[src/ivt_map.svh]
// offsets, field positions, opcodes and reset values of the instruction executor
// assumes inclusion by bare name from the control register, timer and executor modules
// ----------------------------------------------------------------
// Operation
// - disable instruction clears the global interrupt enable flag
// - enable instruction sets the global interrupt enable flag
// - enable bit 0 low and request set: clear request, skip next
// - enable bit 0 high: request test is a no-op, no clear, no skip
// - select bit 2 low: pin test skips when the pin is low
// - select bit 2 high: pin test skips when the pin is high
// - read and write paths between A and first interrupt control register
// - read and write paths between A and second interrupt control register
// - read and write paths between A and external interrupt control register
// - auxiliary timer control is write only, loaded from A
// - read and write paths between A and first, second timer control
// - read and write paths between A and fifth, sixth timer control
// - prescaler read: live count high nibble to B, low to A
// - prescaler write: B high, A low into count and reload together
// - timer 1 read: count bits 7..4 to B, bits 3..0 to A
// - timer 1 write: B:A into count and first reload at once
// - second reload write: B:A into second reload only, count untouched
// ----------------------------------------------------------------
`ifndef IVT_MAP_SVH
`define IVT_MAP_SVH
// opcodes of the executed group
`define IVT_OP_DI     10'h3F0
`define IVT_OP_EI     10'h3F1
`define IVT_OP_SNZ0   10'h038
`define IVT_OP_SNZI0  10'h03A
`define IVT_OP_RD_V1  10'h054
`define IVT_OP_WR_V1  10'h03F
`define IVT_OP_RD_V2  10'h055
`define IVT_OP_WR_V2  10'h03E
`define IVT_OP_RD_I1  10'h253
`define IVT_OP_WR_I1  10'h217
`define IVT_OP_WR_PA  10'h2AA
`define IVT_OP_RD_W1  10'h24B
`define IVT_OP_WR_W1  10'h20E
`define IVT_OP_RD_W2  10'h24C
`define IVT_OP_WR_W2  10'h20F
`define IVT_OP_RD_W5  10'h24F
`define IVT_OP_WR_W5  10'h212
`define IVT_OP_RD_W6  10'h250
`define IVT_OP_WR_W6  10'h213
`define IVT_OP_RD_PS  10'h275
`define IVT_OP_WR_PS  10'h235
`define IVT_OP_RD_T1  10'h270
`define IVT_OP_WR_T1  10'h230
`define IVT_OP_WR_R2  10'h292
// control register file indexes
`define IVT_IDX_V1    3'h0
`define IVT_IDX_V2    3'h1
`define IVT_IDX_I1    3'h2
`define IVT_IDX_W1    3'h3
`define IVT_IDX_W2    3'h4
`define IVT_IDX_W5    3'h5
`define IVT_IDX_W6    3'h6
// field positions
`define IVT_EXT0_EN_BIT  0
`define IVT_PIN_SEL_BIT  2
`define IVT_T1_RUN_BIT   0
// bus byte offsets
`define IVT_ADR_STATUS   5'h00
`define IVT_ADR_IRQ      5'h04
`define IVT_ADR_TMR      5'h08
`define IVT_ADR_PS       5'h0C
`define IVT_ADR_T1       5'h10
// reset values
`define IVT_CTL_RST      4'h0
`define IVT_CNT_RST      8'hFF
`endif

[src/ivt_pkg.sv]
// types shared by the instruction executor modules
// assumes ivt_map.svh is on the include path
`default_nettype none
package ivt_pkg;
   // fetched instruction with the accumulator pair
   typedef struct packed {
      logic       valid;
      logic [9:0] op;
      logic [3:0] acc;
      logic [3:0] regb;
   } ivt_instr_t;
   // write-back to A and B
   typedef struct packed {
      logic       acc_we;
      logic       regb_we;
      logic [3:0] acc;
      logic [3:0] regb;
   } ivt_wb_t;
   // decoded instruction kind
   typedef enum logic [3:0] {
      K_NONE, K_DI, K_EI, K_SNZ0, K_SNZI0, K_RD, K_WR, K_WR_PA,
      K_RD_PS, K_WR_PS, K_RD_T1, K_WR_T1, K_WR_R2
   } ivt_kind_t;
   // bus slave state
   typedef enum logic {BUS_IDLE, BUS_ACK} ivt_bus_st_t;
endpackage
`default_nettype wire

[src/ivt_ctl_regs.sv]
// file of 4-bit control registers with two write ports
// assumes port a (instruction) has priority over port b (bus)
`timescale 1ns/1ns
`default_nettype none
`include "ivt_map.svh"
module ivt_ctl_regs #(
   parameter int N = 7,
   parameter int W = 4
) (
   input  wire logic                sys_clk_i,  // system clock
   input  wire logic                reset_i,    // async reset, high
   input  wire logic [N-1:0]        a_we_i,     // instruction load per entry
   input  wire logic [W-1:0]        a_wd_i,     // accumulator value
   input  wire logic [N-1:0]        b_we_i,     // bus load per entry
   input  wire logic [N-1:0][W-1:0] b_wd_i,     // bus data per entry
   output logic      [N-1:0][W-1:0] q_o         // register contents
);
   // ----------------------------------------------------------------
   // one entry per index
   // ----------------------------------------------------------------
   for (genvar g = 0; g < N; g++) begin : g_ent
      logic [W-1:0] q_r;
      logic [W-1:0] q_nxt;
      // all four bits load in one cycle; instruction wins a collision
      always_comb begin
         q_nxt = q_r;
         if (a_we_i[g]) begin
            q_nxt = a_wd_i;
         end else if (b_we_i[g]) begin
            q_nxt = b_wd_i[g];
         end
      end
      always_ff @(posedge sys_clk_i or posedge reset_i) begin
         if (reset_i) begin
            q_r <= `IVT_CTL_RST;
         end else begin
            q_r <= q_nxt;
         end
      end
      assign q_o[g] = q_r;
   end
endmodule
`default_nettype wire

[src/ivt_timer.sv]
// prescaler and timer 1 down-counters with their reload registers
// assumes loads come one at a time from the executor
`timescale 1ns/1ns
`default_nettype none
`include "ivt_map.svh"
module ivt_timer #(
   parameter int W = 8
) (
   input  wire logic         sys_clk_i,  // system clock
   input  wire logic         reset_i,    // async reset, high
   input  wire logic         run_i,      // timer 1 counts
   input  wire logic         ps_ld_i,    // load prescaler and reload
   input  wire logic         t1_ld_i,    // load timer 1 and first reload
   input  wire logic         r2_ld_i,    // load second reload
   input  wire logic [W-1:0] d_i,        // B:A value
   output logic      [W-1:0] ps_o,       // live prescaler count
   output logic      [W-1:0] psr_o,      // prescaler reload
   output logic      [W-1:0] t1_o,       // timer 1 count
   output logic      [W-1:0] r1_o,       // first reload
   output logic      [W-1:0] r2_o        // second reload
);
   logic [W-1:0] ps_r, psr_r, t1_r, r1_r, r2_r;
   logic [W-1:0] ps_nxt, psr_nxt, t1_nxt, r1_nxt, r2_nxt;
   logic         tick;
   // ----------------------------------------------------------------
   // counting and loads
   // ----------------------------------------------------------------
   // a load overrides the count step in the same cycle
   always_comb begin
      tick    = (ps_r == '0);
      ps_nxt  = tick ? psr_r : ps_r - 1'b1;
      psr_nxt = psr_r;
      t1_nxt  = t1_r;
      r1_nxt  = r1_r;
      r2_nxt  = r2_r;
      if (run_i && tick) begin
         t1_nxt = (t1_r == '0) ? r1_r : t1_r - 1'b1;
      end
      if (ps_ld_i) begin
         ps_nxt  = d_i;
         psr_nxt = d_i;
      end
      if (t1_ld_i) begin
         t1_nxt = d_i;
         r1_nxt = d_i;
      end
      if (r2_ld_i) begin
         r2_nxt = d_i;
      end
   end
   always_ff @(posedge sys_clk_i or posedge reset_i) begin
      if (reset_i) begin
         ps_r  <= `IVT_CNT_RST;
         psr_r <= `IVT_CNT_RST;
         t1_r  <= `IVT_CNT_RST;
         r1_r  <= `IVT_CNT_RST;
         r2_r  <= `IVT_CNT_RST;
      end else begin
         ps_r  <= ps_nxt;
         psr_r <= psr_nxt;
         t1_r  <= t1_nxt;
         r1_r  <= r1_nxt;
         r2_r  <= r2_nxt;
      end
   end
   assign ps_o  = ps_r;
   assign psr_o = psr_r;
   assign t1_o  = t1_r;
   assign r1_o  = r1_r;
   assign r2_o  = r2_r;
endmodule
`default_nettype wire

[src/ivt_exec.sv]
// executor for interrupt, timer control and timer transfer instructions
// assumes the sequencer presents one instruction per valid cycle with A and B
`timescale 1ns/1ns
`default_nettype none
`include "ivt_map.svh"
module ivt_exec
   import ivt_pkg::*;
#(
   parameter logic [9:0] DI_OP = `IVT_OP_DI,
   parameter logic [9:0] EI_OP = `IVT_OP_EI
) (
   input  wire logic        sys_clk_i,          // 25 MHz clock
   input  wire logic        reset_i,            // async reset, high
   input  wire ivt_instr_t  instr_i,            // fetched instruction
   input  wire logic        ext0_event_i,       // ext0 request pulse
   input  wire logic        int_pin_i,          // interrupt pin level
   input  wire logic [4:0]  avs_address_i,      // byte address
   input  wire logic        avs_read_i,         // bus read
   input  wire logic        avs_write_i,        // bus write
   input  wire logic [31:0] avs_writedata_i,    // bus write data
   input  wire logic [3:0]  avs_byteenable_i,   // byte lanes
   output logic      [31:0] avs_readdata_o,     // bus read data
   output logic             avs_waitrequest_o,  // bus stall
   output ivt_wb_t          wb_o,               // A and B write-back
   output logic             skip_o,             // next instr skipped
   output logic             global_irq_enable_flag_o, // interrupts on
   output logic             ext0_request_flag_o       // ext0 pending
);
   localparam int NCTL = 7;
   // ----------------------------------------------------------------
   // state
   // ----------------------------------------------------------------
   logic        gie_r, gie_nxt;
   logic        ext0_r, ext0_nxt, ext0_clr;
   logic        skip_r, skip_nxt;
   logic        pa_r, pa_nxt;
   ivt_wb_t     wb_r, wb_nxt;
   ivt_kind_t   kind;
   logic [2:0]  idx;
   logic        exec;
   logic [3:0]  acc_in, regb_in;
   logic [NCTL-1:0]      ins_we, sw_we;
   logic [NCTL-1:0][3:0] sw_wd, ctl_q;
   logic        ps_ld, t1_ld, r2_ld;
   logic [7:0]  ps_cnt, ps_rel, t1_cnt, t1_r1, t1_r2;
   ivt_bus_st_t bus_r, bus_nxt;
   logic        wait_r, wait_nxt;
   logic [31:0] rdata_r, rdata_nxt, rd_mux;

   assign acc_in  = instr_i.acc;
   assign regb_in = instr_i.regb;
   // a pending skip swallows the next valid instruction
   assign exec    = instr_i.valid && !skip_r;

   // ----------------------------------------------------------------
   // decode
   // ----------------------------------------------------------------
   // kind plus control register index; unknown opcodes decode to none
   always_comb begin
      kind = K_NONE;
      idx  = 3'h0;
      case (instr_i.op)
         DI_OP:          kind = K_DI;
         EI_OP:          kind = K_EI;
         `IVT_OP_SNZ0:   kind = K_SNZ0;
         `IVT_OP_SNZI0:  kind = K_SNZI0;
         `IVT_OP_RD_V1: begin kind = K_RD; idx = `IVT_IDX_V1; end
         `IVT_OP_WR_V1: begin kind = K_WR; idx = `IVT_IDX_V1; end
         `IVT_OP_RD_V2: begin kind = K_RD; idx = `IVT_IDX_V2; end
         `IVT_OP_WR_V2: begin kind = K_WR; idx = `IVT_IDX_V2; end
         `IVT_OP_RD_I1: begin kind = K_RD; idx = `IVT_IDX_I1; end
         `IVT_OP_WR_I1: begin kind = K_WR; idx = `IVT_IDX_I1; end
         `IVT_OP_RD_W1: begin kind = K_RD; idx = `IVT_IDX_W1; end
         `IVT_OP_WR_W1: begin kind = K_WR; idx = `IVT_IDX_W1; end
         `IVT_OP_RD_W2: begin kind = K_RD; idx = `IVT_IDX_W2; end
         `IVT_OP_WR_W2: begin kind = K_WR; idx = `IVT_IDX_W2; end
         `IVT_OP_RD_W5: begin kind = K_RD; idx = `IVT_IDX_W5; end
         `IVT_OP_WR_W5: begin kind = K_WR; idx = `IVT_IDX_W5; end
         `IVT_OP_RD_W6: begin kind = K_RD; idx = `IVT_IDX_W6; end
         `IVT_OP_WR_W6: begin kind = K_WR; idx = `IVT_IDX_W6; end
         `IVT_OP_WR_PA:  kind = K_WR_PA;
         `IVT_OP_RD_PS:  kind = K_RD_PS;
         `IVT_OP_WR_PS:  kind = K_WR_PS;
         `IVT_OP_RD_T1:  kind = K_RD_T1;
         `IVT_OP_WR_T1:  kind = K_WR_T1;
         `IVT_OP_WR_R2:  kind = K_WR_R2;
         default:        kind = K_NONE;
      endcase
   end

   // ----------------------------------------------------------------
   // execution
   // ----------------------------------------------------------------
   // a skip lasts exactly until the next valid instruction is consumed
   always_comb begin
      gie_nxt  = gie_r;
      ext0_clr = 1'b0;
      skip_nxt = instr_i.valid ? 1'b0 : skip_r;
      pa_nxt   = pa_r;
      wb_nxt   = '0;
      ins_we   = '0;
      ps_ld    = 1'b0;
      t1_ld    = 1'b0;
      r2_ld    = 1'b0;
      if (exec) begin
         case (kind)
            K_DI: gie_nxt = 1'b0;
            K_EI: gie_nxt = 1'b1;
            K_SNZ0: begin
               // with the enable bit set this is a plain no-op
               if (!ctl_q[`IVT_IDX_V1][`IVT_EXT0_EN_BIT] && ext0_r) begin
                  ext0_clr = 1'b1;
                  skip_nxt = 1'b1;
               end
            end
            K_SNZI0: begin
               if (ctl_q[`IVT_IDX_I1][`IVT_PIN_SEL_BIT]) begin
                  skip_nxt = int_pin_i;
               end else begin
                  skip_nxt = !int_pin_i;
               end
            end
            K_RD: begin
               wb_nxt.acc_we = 1'b1;
               wb_nxt.acc    = ctl_q[idx];
            end
            K_WR: ins_we[idx] = 1'b1;
            K_WR_PA: pa_nxt = acc_in[0];
            K_RD_PS: begin
               wb_nxt = '{1'b1, 1'b1, ps_cnt[3:0], ps_cnt[7:4]};
            end
            K_WR_PS: ps_ld = 1'b1;
            K_RD_T1: begin
               wb_nxt = '{1'b1, 1'b1, t1_cnt[3:0], t1_cnt[7:4]};
            end
            K_WR_T1: t1_ld = 1'b1;
            K_WR_R2: r2_ld = 1'b1;
            default: gie_nxt = gie_r;
         endcase
      end
      // a request arriving with the clear is kept
      ext0_nxt = ext0_event_i | (ext0_r & ~ext0_clr);
   end

   always_ff @(posedge sys_clk_i or posedge reset_i) begin
      if (reset_i) begin
         gie_r  <= 1'b0;
         ext0_r <= 1'b0;
         skip_r <= 1'b0;
         pa_r   <= 1'b0;
         wb_r   <= '0;
      end else begin
         gie_r  <= gie_nxt;
         ext0_r <= ext0_nxt;
         skip_r <= skip_nxt;
         pa_r   <= pa_nxt;
         wb_r   <= wb_nxt;
      end
   end

   // control registers: instruction port beats the bus port
   ivt_ctl_regs #(.N(NCTL), .W(4)) u_ctl (
      .sys_clk_i (sys_clk_i),
      .reset_i   (reset_i),
      .a_we_i    (ins_we),
      .a_wd_i    (acc_in),
      .b_we_i    (sw_we),
      .b_wd_i    (sw_wd),
      .q_o       (ctl_q)
   );

   // prescaler and timer 1
   ivt_timer #(.W(8)) u_tmr (
      .sys_clk_i (sys_clk_i),
      .reset_i   (reset_i),
      .run_i     (ctl_q[`IVT_IDX_W1][`IVT_T1_RUN_BIT]),
      .ps_ld_i   (ps_ld),
      .t1_ld_i   (t1_ld),
      .r2_ld_i   (r2_ld),
      .d_i       ({regb_in, acc_in}),
      .ps_o      (ps_cnt),
      .psr_o     (ps_rel),
      .t1_o      (t1_cnt),
      .r1_o      (t1_r1),
      .r2_o      (t1_r2)
   );

   // ----------------------------------------------------------------
   // avalon slave
   // ----------------------------------------------------------------
   // read mux; unmapped offsets read zero
   always_comb begin
      case (avs_address_i)
         `IVT_ADR_STATUS: rd_mux = {29'h0, skip_r, ext0_r, gie_r};
         `IVT_ADR_IRQ:    rd_mux = {20'h0, ctl_q[`IVT_IDX_I1],
                                    ctl_q[`IVT_IDX_V2], ctl_q[`IVT_IDX_V1]};
         `IVT_ADR_TMR:    rd_mux = {15'h0, pa_r,
                                    ctl_q[`IVT_IDX_W6], ctl_q[`IVT_IDX_W5],
                                    ctl_q[`IVT_IDX_W2], ctl_q[`IVT_IDX_W1]};
         `IVT_ADR_PS:     rd_mux = {16'h0, ps_rel, ps_cnt};
         `IVT_ADR_T1:     rd_mux = {8'h0, t1_r2, t1_r1, t1_cnt};
         default:         rd_mux = 32'h0000_0000;
      endcase
   end

   // one wait cycle; the write lands on the edge that sees wait low
   always_comb begin
      bus_nxt   = bus_r;
      wait_nxt  = 1'b1;
      rdata_nxt = rdata_r;
      sw_we     = '0;
      sw_wd     = '0;
      sw_wd[`IVT_IDX_V1] = avs_writedata_i[3:0];
      sw_wd[`IVT_IDX_V2] = avs_writedata_i[7:4];
      sw_wd[`IVT_IDX_I1] = avs_writedata_i[11:8];
      sw_wd[`IVT_IDX_W1] = avs_writedata_i[3:0];
      sw_wd[`IVT_IDX_W2] = avs_writedata_i[7:4];
      sw_wd[`IVT_IDX_W5] = avs_writedata_i[11:8];
      sw_wd[`IVT_IDX_W6] = avs_writedata_i[15:12];
      case (bus_r)
         BUS_IDLE: begin
            if (avs_read_i || avs_write_i) begin
               bus_nxt   = BUS_ACK;
               wait_nxt  = 1'b0;
               rdata_nxt = avs_read_i ? rd_mux : 32'h0000_0000;
            end
         end
         BUS_ACK: begin
            bus_nxt = BUS_IDLE;
            if (avs_write_i && avs_address_i == `IVT_ADR_IRQ) begin
               sw_we[`IVT_IDX_V1] = avs_byteenable_i[0];
               sw_we[`IVT_IDX_V2] = avs_byteenable_i[0];
               sw_we[`IVT_IDX_I1] = avs_byteenable_i[1];
            end
            if (avs_write_i && avs_address_i == `IVT_ADR_TMR) begin
               sw_we[`IVT_IDX_W1] = avs_byteenable_i[0];
               sw_we[`IVT_IDX_W2] = avs_byteenable_i[0];
               sw_we[`IVT_IDX_W5] = avs_byteenable_i[1];
               sw_we[`IVT_IDX_W6] = avs_byteenable_i[1];
            end
         end
         default: bus_nxt = BUS_IDLE;
      endcase
   end

   always_ff @(posedge sys_clk_i or posedge reset_i) begin
      if (reset_i) begin
         bus_r   <= BUS_IDLE;
         wait_r  <= 1'b1;
         rdata_r <= 32'h0000_0000;
      end else begin
         bus_r   <= bus_nxt;
         wait_r  <= wait_nxt;
         rdata_r <= rdata_nxt;
      end
   end

   assign avs_readdata_o           = rdata_r;
   assign avs_waitrequest_o        = wait_r;
   assign wb_o                     = wb_r;
   assign skip_o                   = skip_r;
   assign global_irq_enable_flag_o = gie_r;
   assign ext0_request_flag_o      = ext0_r;
endmodule
`default_nettype wire

[config.mk]
export PLATFORM = sky130hd
export DESIGN_NAME = ivt_exec
export DESIGN_NICKNAME = d
export VERILOG_FILES = /design/src/ivt_pkg.sv /design/src/ivt_ctl_regs.sv /design/src/ivt_timer.sv /design/src/ivt_exec.sv
export VERILOG_INCLUDE_DIRS = /design/src
export SDC_FILE = /design/constraint.sdc
export NUM_CORES = 1
export LEC_CHECK = 0
export ABC_AREA = 1
export ABC_CLOCK_PERIOD_IN_PS = 4400
export BUFFER_PORTS_ARGS = -buffer_cell sky130_fd_sc_hd__buf_2
export CAP_MARGIN = 30
export CORE_UTILIZATION = 40
export CTS_CLUSTER_DIAMETER = 50
export DETAILED_ROUTE_END_ITERATION = 8
export GPL_ROUTABILITY_DRIVEN = 0
export PLACE_DENSITY_LB_ADDON = 0.05
export SLEW_MARGIN = 10
export SYNTH_ARGS = -nofsm -noshare
export SYNTH_HDL_FRONTEND = slang
export SYNTH_SLANG_ARGS = --single-unit
export TNS_END_PERCENT = 30
[constraint.sdc]
create_clock -name sys_clk_i -period 4.4 [get_ports sys_clk_i]
set_clock_uncertainty 0.15 [all_clocks]
set_input_delay 0.22 -clock sys_clk_i [delete_from_list [all_inputs] [get_ports sys_clk_i]]
set_output_delay 0.22 -clock sys_clk_i [all_outputs]
set_load 0.02 [all_outputs]
==> impl_metrics.json, run 1 <==
{
  "floorplan.die.height_um": 127,
  "nFillCells": 1543,
  "ys_types": 41,
  "via_count": 6137,
  "synth_top_family_by_area": "simple AND/OR/NAND/NOR gates",
  "maxSlewViolCount": 0,
  "ant_nets": 0,
  "criticalPathCategory": "register to register",
  "seqPwrFrac_pct": 47.9,
  "fin_crit_sh_pct": 57.4,
  "critPathBufInv": 1,
  "htree_levels": 3,
  "cts_made_buffers": 9,
  "syn_to_final_growth_pct": 16.5,
  "status": "finished with violations",
  "synth_top_area_share_pct": 26.8,
  "dr.pass1.iters": 9,
  "post_cts_buffers": 0,
  "synth-seq-area-share_pct": 44.0,
  "grt_antenna_before_repair": 0,
  "path_clk_slew_ps": 80,
  "cts_sinks": 108,
  "r2r_cells": 4,
  "synthArstFlopShare_pct": 100,
  "crit_required_ps": 4510,
  "core-area_um2": 15300,
  "crit_cells": 4,
  "synth_area_um2": 6260,
  "hpwlAfterDp_mm": 15.7,
  "finalWorstSetupSlack_ps": 1870,
  "hold_start": "avs_read_i",
  "synthFlopType": "dfrtp_1",
  "power.share.clock_pct": 30.1,
  "vdd_drop_max_uv": 239,
  "wl_per_cell_um": 17.9,
  "tritoncts": "done",
  "power_frac_comb_pct": 22.0,
  "r2r-end": "u_tmr.r2_o[2]",
  "finalSetupTns_ps": 0,
  "grt_max_degree": 49,
  "postSynthAreaPerCell_um2": 7.60,
  "fin_nets": 990,
  "layout-drive-gt1-share_pct": 21.0,
  "timing.final.crit_period_ps": 2530,
  "clock.fmax_mhz": 396,
  "tightest_slew_ps": 875,
  "synth_cells": 824,
  "hold_ws_ps": -14.6,
  "worstPathArrival_ps": 2640,
  "violations": "negative hold slack",
  "die_w_um": 127,
  "initial_core_util_pct": 41.0,
  "io_buffers": 85,
  "cp_cell_sequence": "nor2_2 -> inv_2 -> nor4b_4 -> o21ai_0",
  "slowest_stage": "nor4b_4",
  "final_common_cell": "nand2_1",
  "synth_xor_area_share_pct": 0.839,
  "reg2reg_slack_ps": 1870,
  "dieArea_um2": 16200,
  "antennaDiodeCount": 0,
  "r2r_start": "skip_o",
  "clock-root-buffer": "clkbuf_16",
  "crit_fanout": 16,
  "gr-total-overflow": 0,
  "yosys.area.top_type": "dfrtp_1",
  "synthMuxAreaShare_pct": 0.540,
  "hold_violations": 3,
  "drt_iter0_drc": 516,
  "p_sw_w": 0.000873,
  "place_inst": 1108,
  "critPathTopFamily": "simple AND/OR/NAND/NOR gates",
  "synth-adder-area-share_pct": 0.800,
  "slowest_delay_ps": 830,
  "yosys_register_bits": 108,
  "cap_violations": 0,
  "viasPerCell": 5.40,
  "grt_pass1_wl_mm": 32.0,
  "finalSetupViolCount": 0,
  "startpoint_type": "register",
  "yosys.area_share.simple_pct": 28.4,
  "stdcell_count": 1136,
  "pre_cts_slack_ps": 1870,
  "synth_compound_gate_area_share_pct": 16.7,
  "powerDensity_nw_per_um2": 360,
  "hold_depth": 3,
  "grtUsageTotal_pct": 26.2,
  "clk_latency_ps": 360,
  "switching_share_pct": 33.3,
  "cp-end-kind": "register",
  "p_int_w": 0.00175,
  "yosys_warnings": 0,
  "p_leak_nw": 3.53,
  "mostFrequentLayoutCells": "nand2_1 (214), inv_1 (92), buf_2 (85)",
  "pin_count": 112,
  "wl_mm": 20.4,
  "synth_edf_count": 0,
  "rsz0062_at_grt": "false",
  "hold_path.class": "primary input to register",
  "fp-row-count": 45,
  "ys_top_cells_by_area": "dfrtp_1 (27%), dfstp_2 (17%), nand2_1 (13%)",
  "first_global_vias": 5896,
  "maxSlewHeadroom_pct": 41.4,
  "hold_end": "avs_readdata_o[16]",
  "route.detailed.drc": 0,
  "ctsLongestPathBuffers": 2
}
[how the worst max path moves through the flow]
stage | from | endpoint
after floorplan | reset_i | avs_readdata_o[0]
after global placement | skip_o | u_tmr.r2_o[7]
after detailed placement | skip_o | u_tmr.r2_o[7]
after CTS | skip_o | u_tmr.r2_o[7]
after global routing | skip_o | u_tmr.r2_o[4]
final | skip_o | u_tmr.r2_o[2]
[stage by stage]
stage / utilization, % / instance area, um^2 / total power [W]
after floorplan: - / 6290 / 0.00164
after global placement: 45.0 / 6870 / 0.00182
after detailed placement: 45.2 / 6900 / 0.00183
after CTS: 47.8 / 7290 / 0.00263
after global routing: 47.8 / 7290 / 0.00276
final: 47.8 / 7290 / 0.00262
[cell families (layout without fill, tap and decap cells)]
| family | Yosys count | after routing |
|---|---|---|
| compound gates | 174 | 174 |
| fa+ha+maj | 4 | 4 |
| simple gates | 396 | 396 |
| xor+xnor | 6 | 6 |
| flops | 108 | 108 |
| other cells | 1 | 8 |
| buf+inv | 132 | 226 |
| mux | 3 | 3 |
[power groups by stage]
| stage | registers, W | logic (W) | clock network (W) |
|---|---|---|---|
| 2_1_floorplan | 0.00123 | 0.000413 | 0 |
| 3_3_place_gp | 0.00127 | 0.000554 | 0 |
| 3_5_place_dp | 0.00127 | 0.000564 | 0 |
| 4_1_cts | 0.00125 | 0.000576 | 0.000800 |
| 5_1_grt | 0.00127 | 0.000654 | 0.000838 |
| 6_report | 0.00126 | 0.000577 | 0.000789 |
[worst min-delay path, cell delays in order]
cell and delay, ps:
buf_2 90, nand3_1 90, nand2_1 60
[cell usage after synthesis, types with 14 or more instances]
cell and number:
inv_1 93, nor2_1 68, nand3_1 58, dfstp_2 41, o21ai_0 80, o211ai_1 14, dfrtp_1 67, nand2_1 214
o22ai_1 20, a21oi_1 16, inv_2 15
[per-layer routing]
metal,vias up,GRT usage (%),part of all wire [%]
li1,2930,-,-
met1,2956,35.7,46
met2,219,42.8,47
met3,32,4.48,5.9
met4,0,7.56,2.0
met5,-,0,0
[state kept, by name, summed over array words and instances, names as in the netlist, 8 cells and up]
name	count
u_tmr.psr_o	8
u_tmr.r2_o	8
wb_o	10
u_tmr.t1_o	8
u_tmr.r1_o	8
u_tmr.ps_o	8
avs_readdata_o	24
u_ctl.g_ent.q_r	28
[area by class of cell]
cell class	count	area (um^2)	share of cell area (%)
clock buffer	10	229	3.14
sequential	108	2750	37.8
inverter	109	412	5.65
clock inverter	6	45.0	0.618
tap	211	264	3.62
multi-input combinational	591	2990	41.0
timing repair buffer	101	596	8.17
[timing repair]
| action | CTS | global route |
|---|---|---|
| hold endpoints to repair | 20 | 0 |
| hold buffers | 12 | 0 |
| resized for setup | 0 | 0 |
Power figures use the tool's default switching activity.
==> inputs of run 2 (changes only) <==
- ABC_CLOCK_PERIOD_IN_PS: 4400 -> 2500
- clock period: 4.4 -> 2.5 ns (I/O delays scaled with it)
==> impl_metrics.json, run 2 (synthesized netlist as in run 1, its figures left out) <==
{
  "startpoint_type": "primary input",
  "io_buffers": 85,
  "floorplan.die.height_um": 127,
  "pin_count": 112,
  "nFillCells": 1532,
  "hold_end": "global_irq_enable_flag_o",
  "status": "completed",
  "crit_fanout": 14,
  "cts_sinks": 108,
  "layout-drive-gt1-share_pct": 21.4,
  "viasPerCell": 5.31,
  "core-area_um2": 15300,
  "reg2reg_slack_ps": 520,
  "hold_depth": 5,
  "fin_nets": 1017,
  "syn_to_final_growth_pct": 21.0,
  "ctsLongestPathBuffers": 2,
  "r2r-end": "u_ctl.g_ent[5].q_r[3]",
  "gr-total-overflow": 0,
  "cp-end-kind": "register",
  "drt_iter0_drc": 628,
  "grtUsageTotal_pct": 26.3,
  "finalSetupViolCount": 0,
  "hold_path.class": "primary input to register",
  "mostFrequentLayoutCells": "nand2_1 (214), inv_1 (92), buf_2 (85)",
  "dr.pass1.iters": 5,
  "tritoncts": "done",
  "htree_levels": 3,
  "vdd_drop_max_uv": 359,
  "place_inst": 1118,
  "largest_reg_flops": 28,
  "cts_made_buffers": 9,
  "fin_crit_sh_pct": 80.0,
  "crit_required_ps": 2600,
  "first_global_vias": 5774,
  "die_w_um": 127,
  "clock-root-buffer": "clkbuf_16",
  "criticalPathCategory": "primary input to register",
  "hold_violations": 0,
  "wl_mm": 20.3,
  "ant_nets": 0,
  "worstPathArrival_ps": 2100,
  "post_cts_buffers": 0,
  "stdcell_count": 1163,
  "hpwlAfterDp_mm": 15.6,
  "regMostFlops": "u_ctl.g_ent.q_r",
  "initial_core_util_pct": 41.0,
  "fp-row-count": 45,
  "grt_max_degree": 59,
  "power_w": 0.00483,
  "maxSlewHeadroom_pct": 56.4,
  "powerDensity_nw_per_um2": 637,
  "via_count": 6173,
  "rsz0062_at_grt": "false",
  "timing.final.crit_period_ps": 2000,
  "wl_per_cell_um": 17.4,
  "route.detailed.drc": 0,
  "hold_ws_ps": 56.9,
  "grt_antenna_before_repair": 0,
  "antennaDiodeCount": 0,
  "clock.fmax_mhz": 500,
  "finalSetupTns_ps": 0,
  "r2r_cells": 7,
  "clk_latency_ps": 360,
  "cap_violations": 0,
  "p_leak_nw": 3.67,
  "r2r_start": "skip_o",
  "hold_start": "instr_i[8]",
  "dieArea_um2": 16200,
  "grt_pass1_wl_mm": 31.9,
  "tightest_slew_ps": 652,
  "path_clk_slew_ps": 70,
  "maxSlewViolCount": 0,
  "final_common_cell": "nand2_1"
}
-- run 2: cell types whose count changed in the layout (fill, tap and decap cells not counted), sizes merged --
cell,delta
buf,+10
inv,-3
clkbuf,+2
dlygate4sd3,+17
bufinv,+1
-- run 2: routing by layer --
metal | up-vias | wire, um | global-route usage [%]
li1 | 2992 | - | -
met1 | 2903 | 9680 | 38.4
met2 | 249 | 8890 | 40.0
met3 | 29 | 1280 | 3.94
met4 | 0 | 393 | 8.12
met5 | - | 0 | 0
-- run 2: through the flow --
step / cell area [um^2] / setup WS [ps] / util (%)
floorplan: 6290 / 681 / -
global placement: 6970 / 474 / 45.6
detailed placement: 6970 / 426 / 45.6
CTS: 7580 / 558 / 49.7
global route: 7580 / 326 / 49.7
finish: 7580 / 501 / 49.7
-- run 2: worst max-delay path: stages --
cell and delay [ps]:
dlygate4sd3_1 520, buf_2 130, inv_2 40, nor2_2 80, buf_4 220, nand4_1 400, nand2_1 350, inv_1 100
nand2_1 70, nand2_1 50
-- run 2: area by class of cell --
type	count	area (um^2)	area share, %
clock inverters	4	52.6	0.694
well taps	211	264	3.48
clock buffers	12	268	3.53
repair buffers	128	833	11.0
flip-flops and latches	108	2750	36.4
multi-input cells	591	2990	39.5
inverters	109	413	5.45
-- run 2: where the power goes --
group          total (W)  internal (W)  switching, W
logic            0.00104      0.000384      0.000660
registers        0.00221       0.00203      0.000185
clock network    0.00157      0.000873      0.000697
-- run 2: worst max path at each step --
| stage | from | to | depth (start not counted) |
|---|---|---|---|
| 2_1_floorplan | skip_o | u_ctl.g_ent[2].q_r[2] | 7 |
| 3_3_place_gp | instr_i[11] | u_ctl.g_ent[6].q_r[3] | 7 |
| 3_5_place_dp | instr_i[13] | u_ctl.g_ent[6].q_r[3] | 7 |
| 4_1_cts | skip_o | u_ctl.g_ent[2].q_r[2] | 7 |
| 5_1_grt | instr_i[18] | u_ctl.g_ent[2].q_r[1] | 10 |
| 6_report | instr_i[18] | u_ctl.g_ent[5].q_r[3] | 10 |
-- run 2: timing repair --
action                                 4_1_cts  5_1_grt
resized for setup                            0        0
hold buffers                                29        0
endpoints found under the hold margin       83        0
==> inputs of run 3 (changes only) <==
- ABC_CLOCK_PERIOD_IN_PS: 2500 -> 1800
- clock period: 2.5 -> 1.8 ns (I/O delays scaled with it)
==> impl_metrics.json, run 3 (synthesized netlist as in run 1, its figures left out) <==
{
  "viasPerCell": 5.31,
  "cp_cell_sequence": "dlygate4sd3_1 -> buf_2 -> inv_2 -> nor2_4 -> nand4_1 -> buf_4 -> nand2_1 -> o21ai_0 -> mux2_2",
  "via_count": 6476,
  "ant_nets": 0,
  "io_buffers": 85,
  "stdcell_count": 1220,
  "cp-end-kind": "register",
  "tritoncts": "done",
  "dpl-instance-area_um2": 7400,
  "worstPathArrival_ps": 1800,
  "startpoint_type": "primary input",
  "clock.fmax_mhz": 586,
  "ctsLongestPathBuffers": 2,
  "dieArea_um2": 16200,
  "hold_violations": 0,
  "place_inst": 1173,
  "maxSlewHeadroom_pct": 64.5,
  "hpwlAfterDp_mm": 16.1,
  "mostFrequentLayoutCells": "nand2_1 (213), inv_1 (89), buf_2 (85)",
  "gr-total-overflow": 0,
  "fin_crit_sh_pct": 94.8,
  "die_w_um": 127,
  "drt_iter0_drc": 580,
  "route.detailed.drc": 0,
  "slowest_delay_ps": 520,
  "initial_core_util_pct": 41.0,
  "hold_path.class": "primary input to register",
  "tightest_slew_ps": 532,
  "critPathTopFamily": "buffers and inverters",
  "crit_required_ps": 1900,
  "clk_latency_ps": 370,
  "critPathBufInv": 4,
  "first_global_vias": 6042,
  "slowest_stage": "dlygate4sd3_1",
  "wl_per_cell_um": 17.2,
  "syn_to_final_growth_pct": 29.5,
  "powerDensity_nw_per_um2": 857,
  "fp-row-count": 45,
  "hold_ws_ps": 27.1,
  "clock-root-buffer": "clkbuf_16",
  "crit_fanout": 8,
  "ff_latch_area_um2": 2750,
  "htree_levels": 3,
  "fin_nets": 1074,
  "final_common_cell": "nand2_1",
  "nFillCells": 1444,
  "cts_sinks": 108,
  "wl_mm": 20.9,
  "status": "completed",
  "vdd_drop_max_uv": 463,
  "path_clk_slew_ps": 70,
  "stdcell_area_um2": 8110,
  "floorplan.die.height_um": 127,
  "maxSlewViolCount": 0,
  "timing.final.crit_period_ps": 1710,
  "grt_antenna_before_repair": 0,
  "antennaDiodeCount": 0,
  "multiInputGateArea_um2": 3030,
  "cap_violations": 0,
  "power_w": 0.00695,
  "pin_count": 112,
  "layout-drive-gt1-share_pct": 27.0,
  "criticalPathCategory": "primary input to register",
  "grt_pass1_wl_mm": 32.7,
  "p_leak_nw": 3.95,
  "grtUsageTotal_pct": 26.7,
  "regMostFlops": "u_ctl.g_ent.q_r",
  "grt_max_degree": 86,
  "cts_made_buffers": 9,
  "largest_reg_flops": 28,
  "finalSetupTns_ps": 0,
  "core-area_um2": 15300,
  "finalSetupViolCount": 0,
  "dr.pass1.iters": 7
}
==> run 3: cell types whose count changed in the layout (fill, tap and decap cells not counted), moves of 2 or more <==
cell	before	now
nor2_1	68	65
buf_4	13	63
buf_12	1	4
inv_1	92	89
inv_2	15	17
nor2_2	8	10
ha_1	4	2
o21ai_1	12	14
buf_6	0	3
o21ai_0	80	78
ha_2	0	2
==> run 3: power breakdown <==
part           switching, W  leakage, nW  internal (W)  total [W]
Clock              0.000997        0.158       0.00119    0.00218
Sequential         0.000266         1.32       0.00282    0.00308
Combinational      0.000994         2.48      0.000686    0.00168
Total               0.00226         3.95       0.00469    0.00695
==> run 3: worst register-to-register path: stages (launching register included) <==
cell and delay, ps:
dfstp_2 380, nor2_2 160, nand2_1 100, inv_1 120, nand4_4 120, nor2_2 120, nand2_1 120, buf_4 170
o221ai_1 180
==> run 3: path summary, 6_finish.rpt <==
| check | startpoint | endpoint | cells past startpoint | slack, ps |
|---|---|---|---|---|
| min reg2reg | bus_r | bus_r | 1 | 310 |
| max in group asynchronous | reset_i | u_tmr.ps_o[7] | 4 | 850 |
| min | int_pin_i | skip_o | 5 | 30 |
| max reg2reg | u_tmr.ps_o[2] | u_tmr.t1_o[4] | 8 | 100 |
| max | instr_i[18] | u_ctl.g_ent[6].q_r[2] | 9 | 90 |
| min in group asynchronous | reset_i | u_ctl.g_ent[6].q_r[0] | 4 | 220 |
==> run 3: routing by layer <==
| metal | part of all wire [%] | vias up | GRT usage (%) |
|---|---|---|---|
| met5 | 0 | - | 0 |
| met3 | 6.2 | 41 | 3.35 |
| met2 | 44 | 277 | 40.8 |
| met1 | 47 | 3057 | 38.4 |
| met4 | 2.8 | 0 | 10.8 |
| li1 | - | 3101 | - |
==> run 3: layout make-up <==
class                   instances  share of cell area (%)
multi-input cells             591                    37.4
flip-flops and latches        108                    34.0
repair buffers                185                    16.4
inverters                     109                    5.12
well taps                     211                    3.26
clock buffers                  11                    3.13
clock inverters                 5                   0.802
==> run 3: through the flow <==
step / setup slack [ps] / utilization (%)
global placement: -39.3 / 48.5
CTS: 26.9 / 52.5
finish: 93.8 / 53.1
detailed placement: -59.4 / 48.5
floorplan: -18.5 / -
global route: -0.878 / 53.1
==> run 3: repair_timing <==
action | CTS | global route
pin swaps | 1 | 5
endpoints found under the setup margin | 2 | 36
cloned | 0 | 1
resized for setup | 0 | 22
hold buffers | 29 | 0
hold endpoints to repair | 131 | 0
buffers inserted | 0 | 1
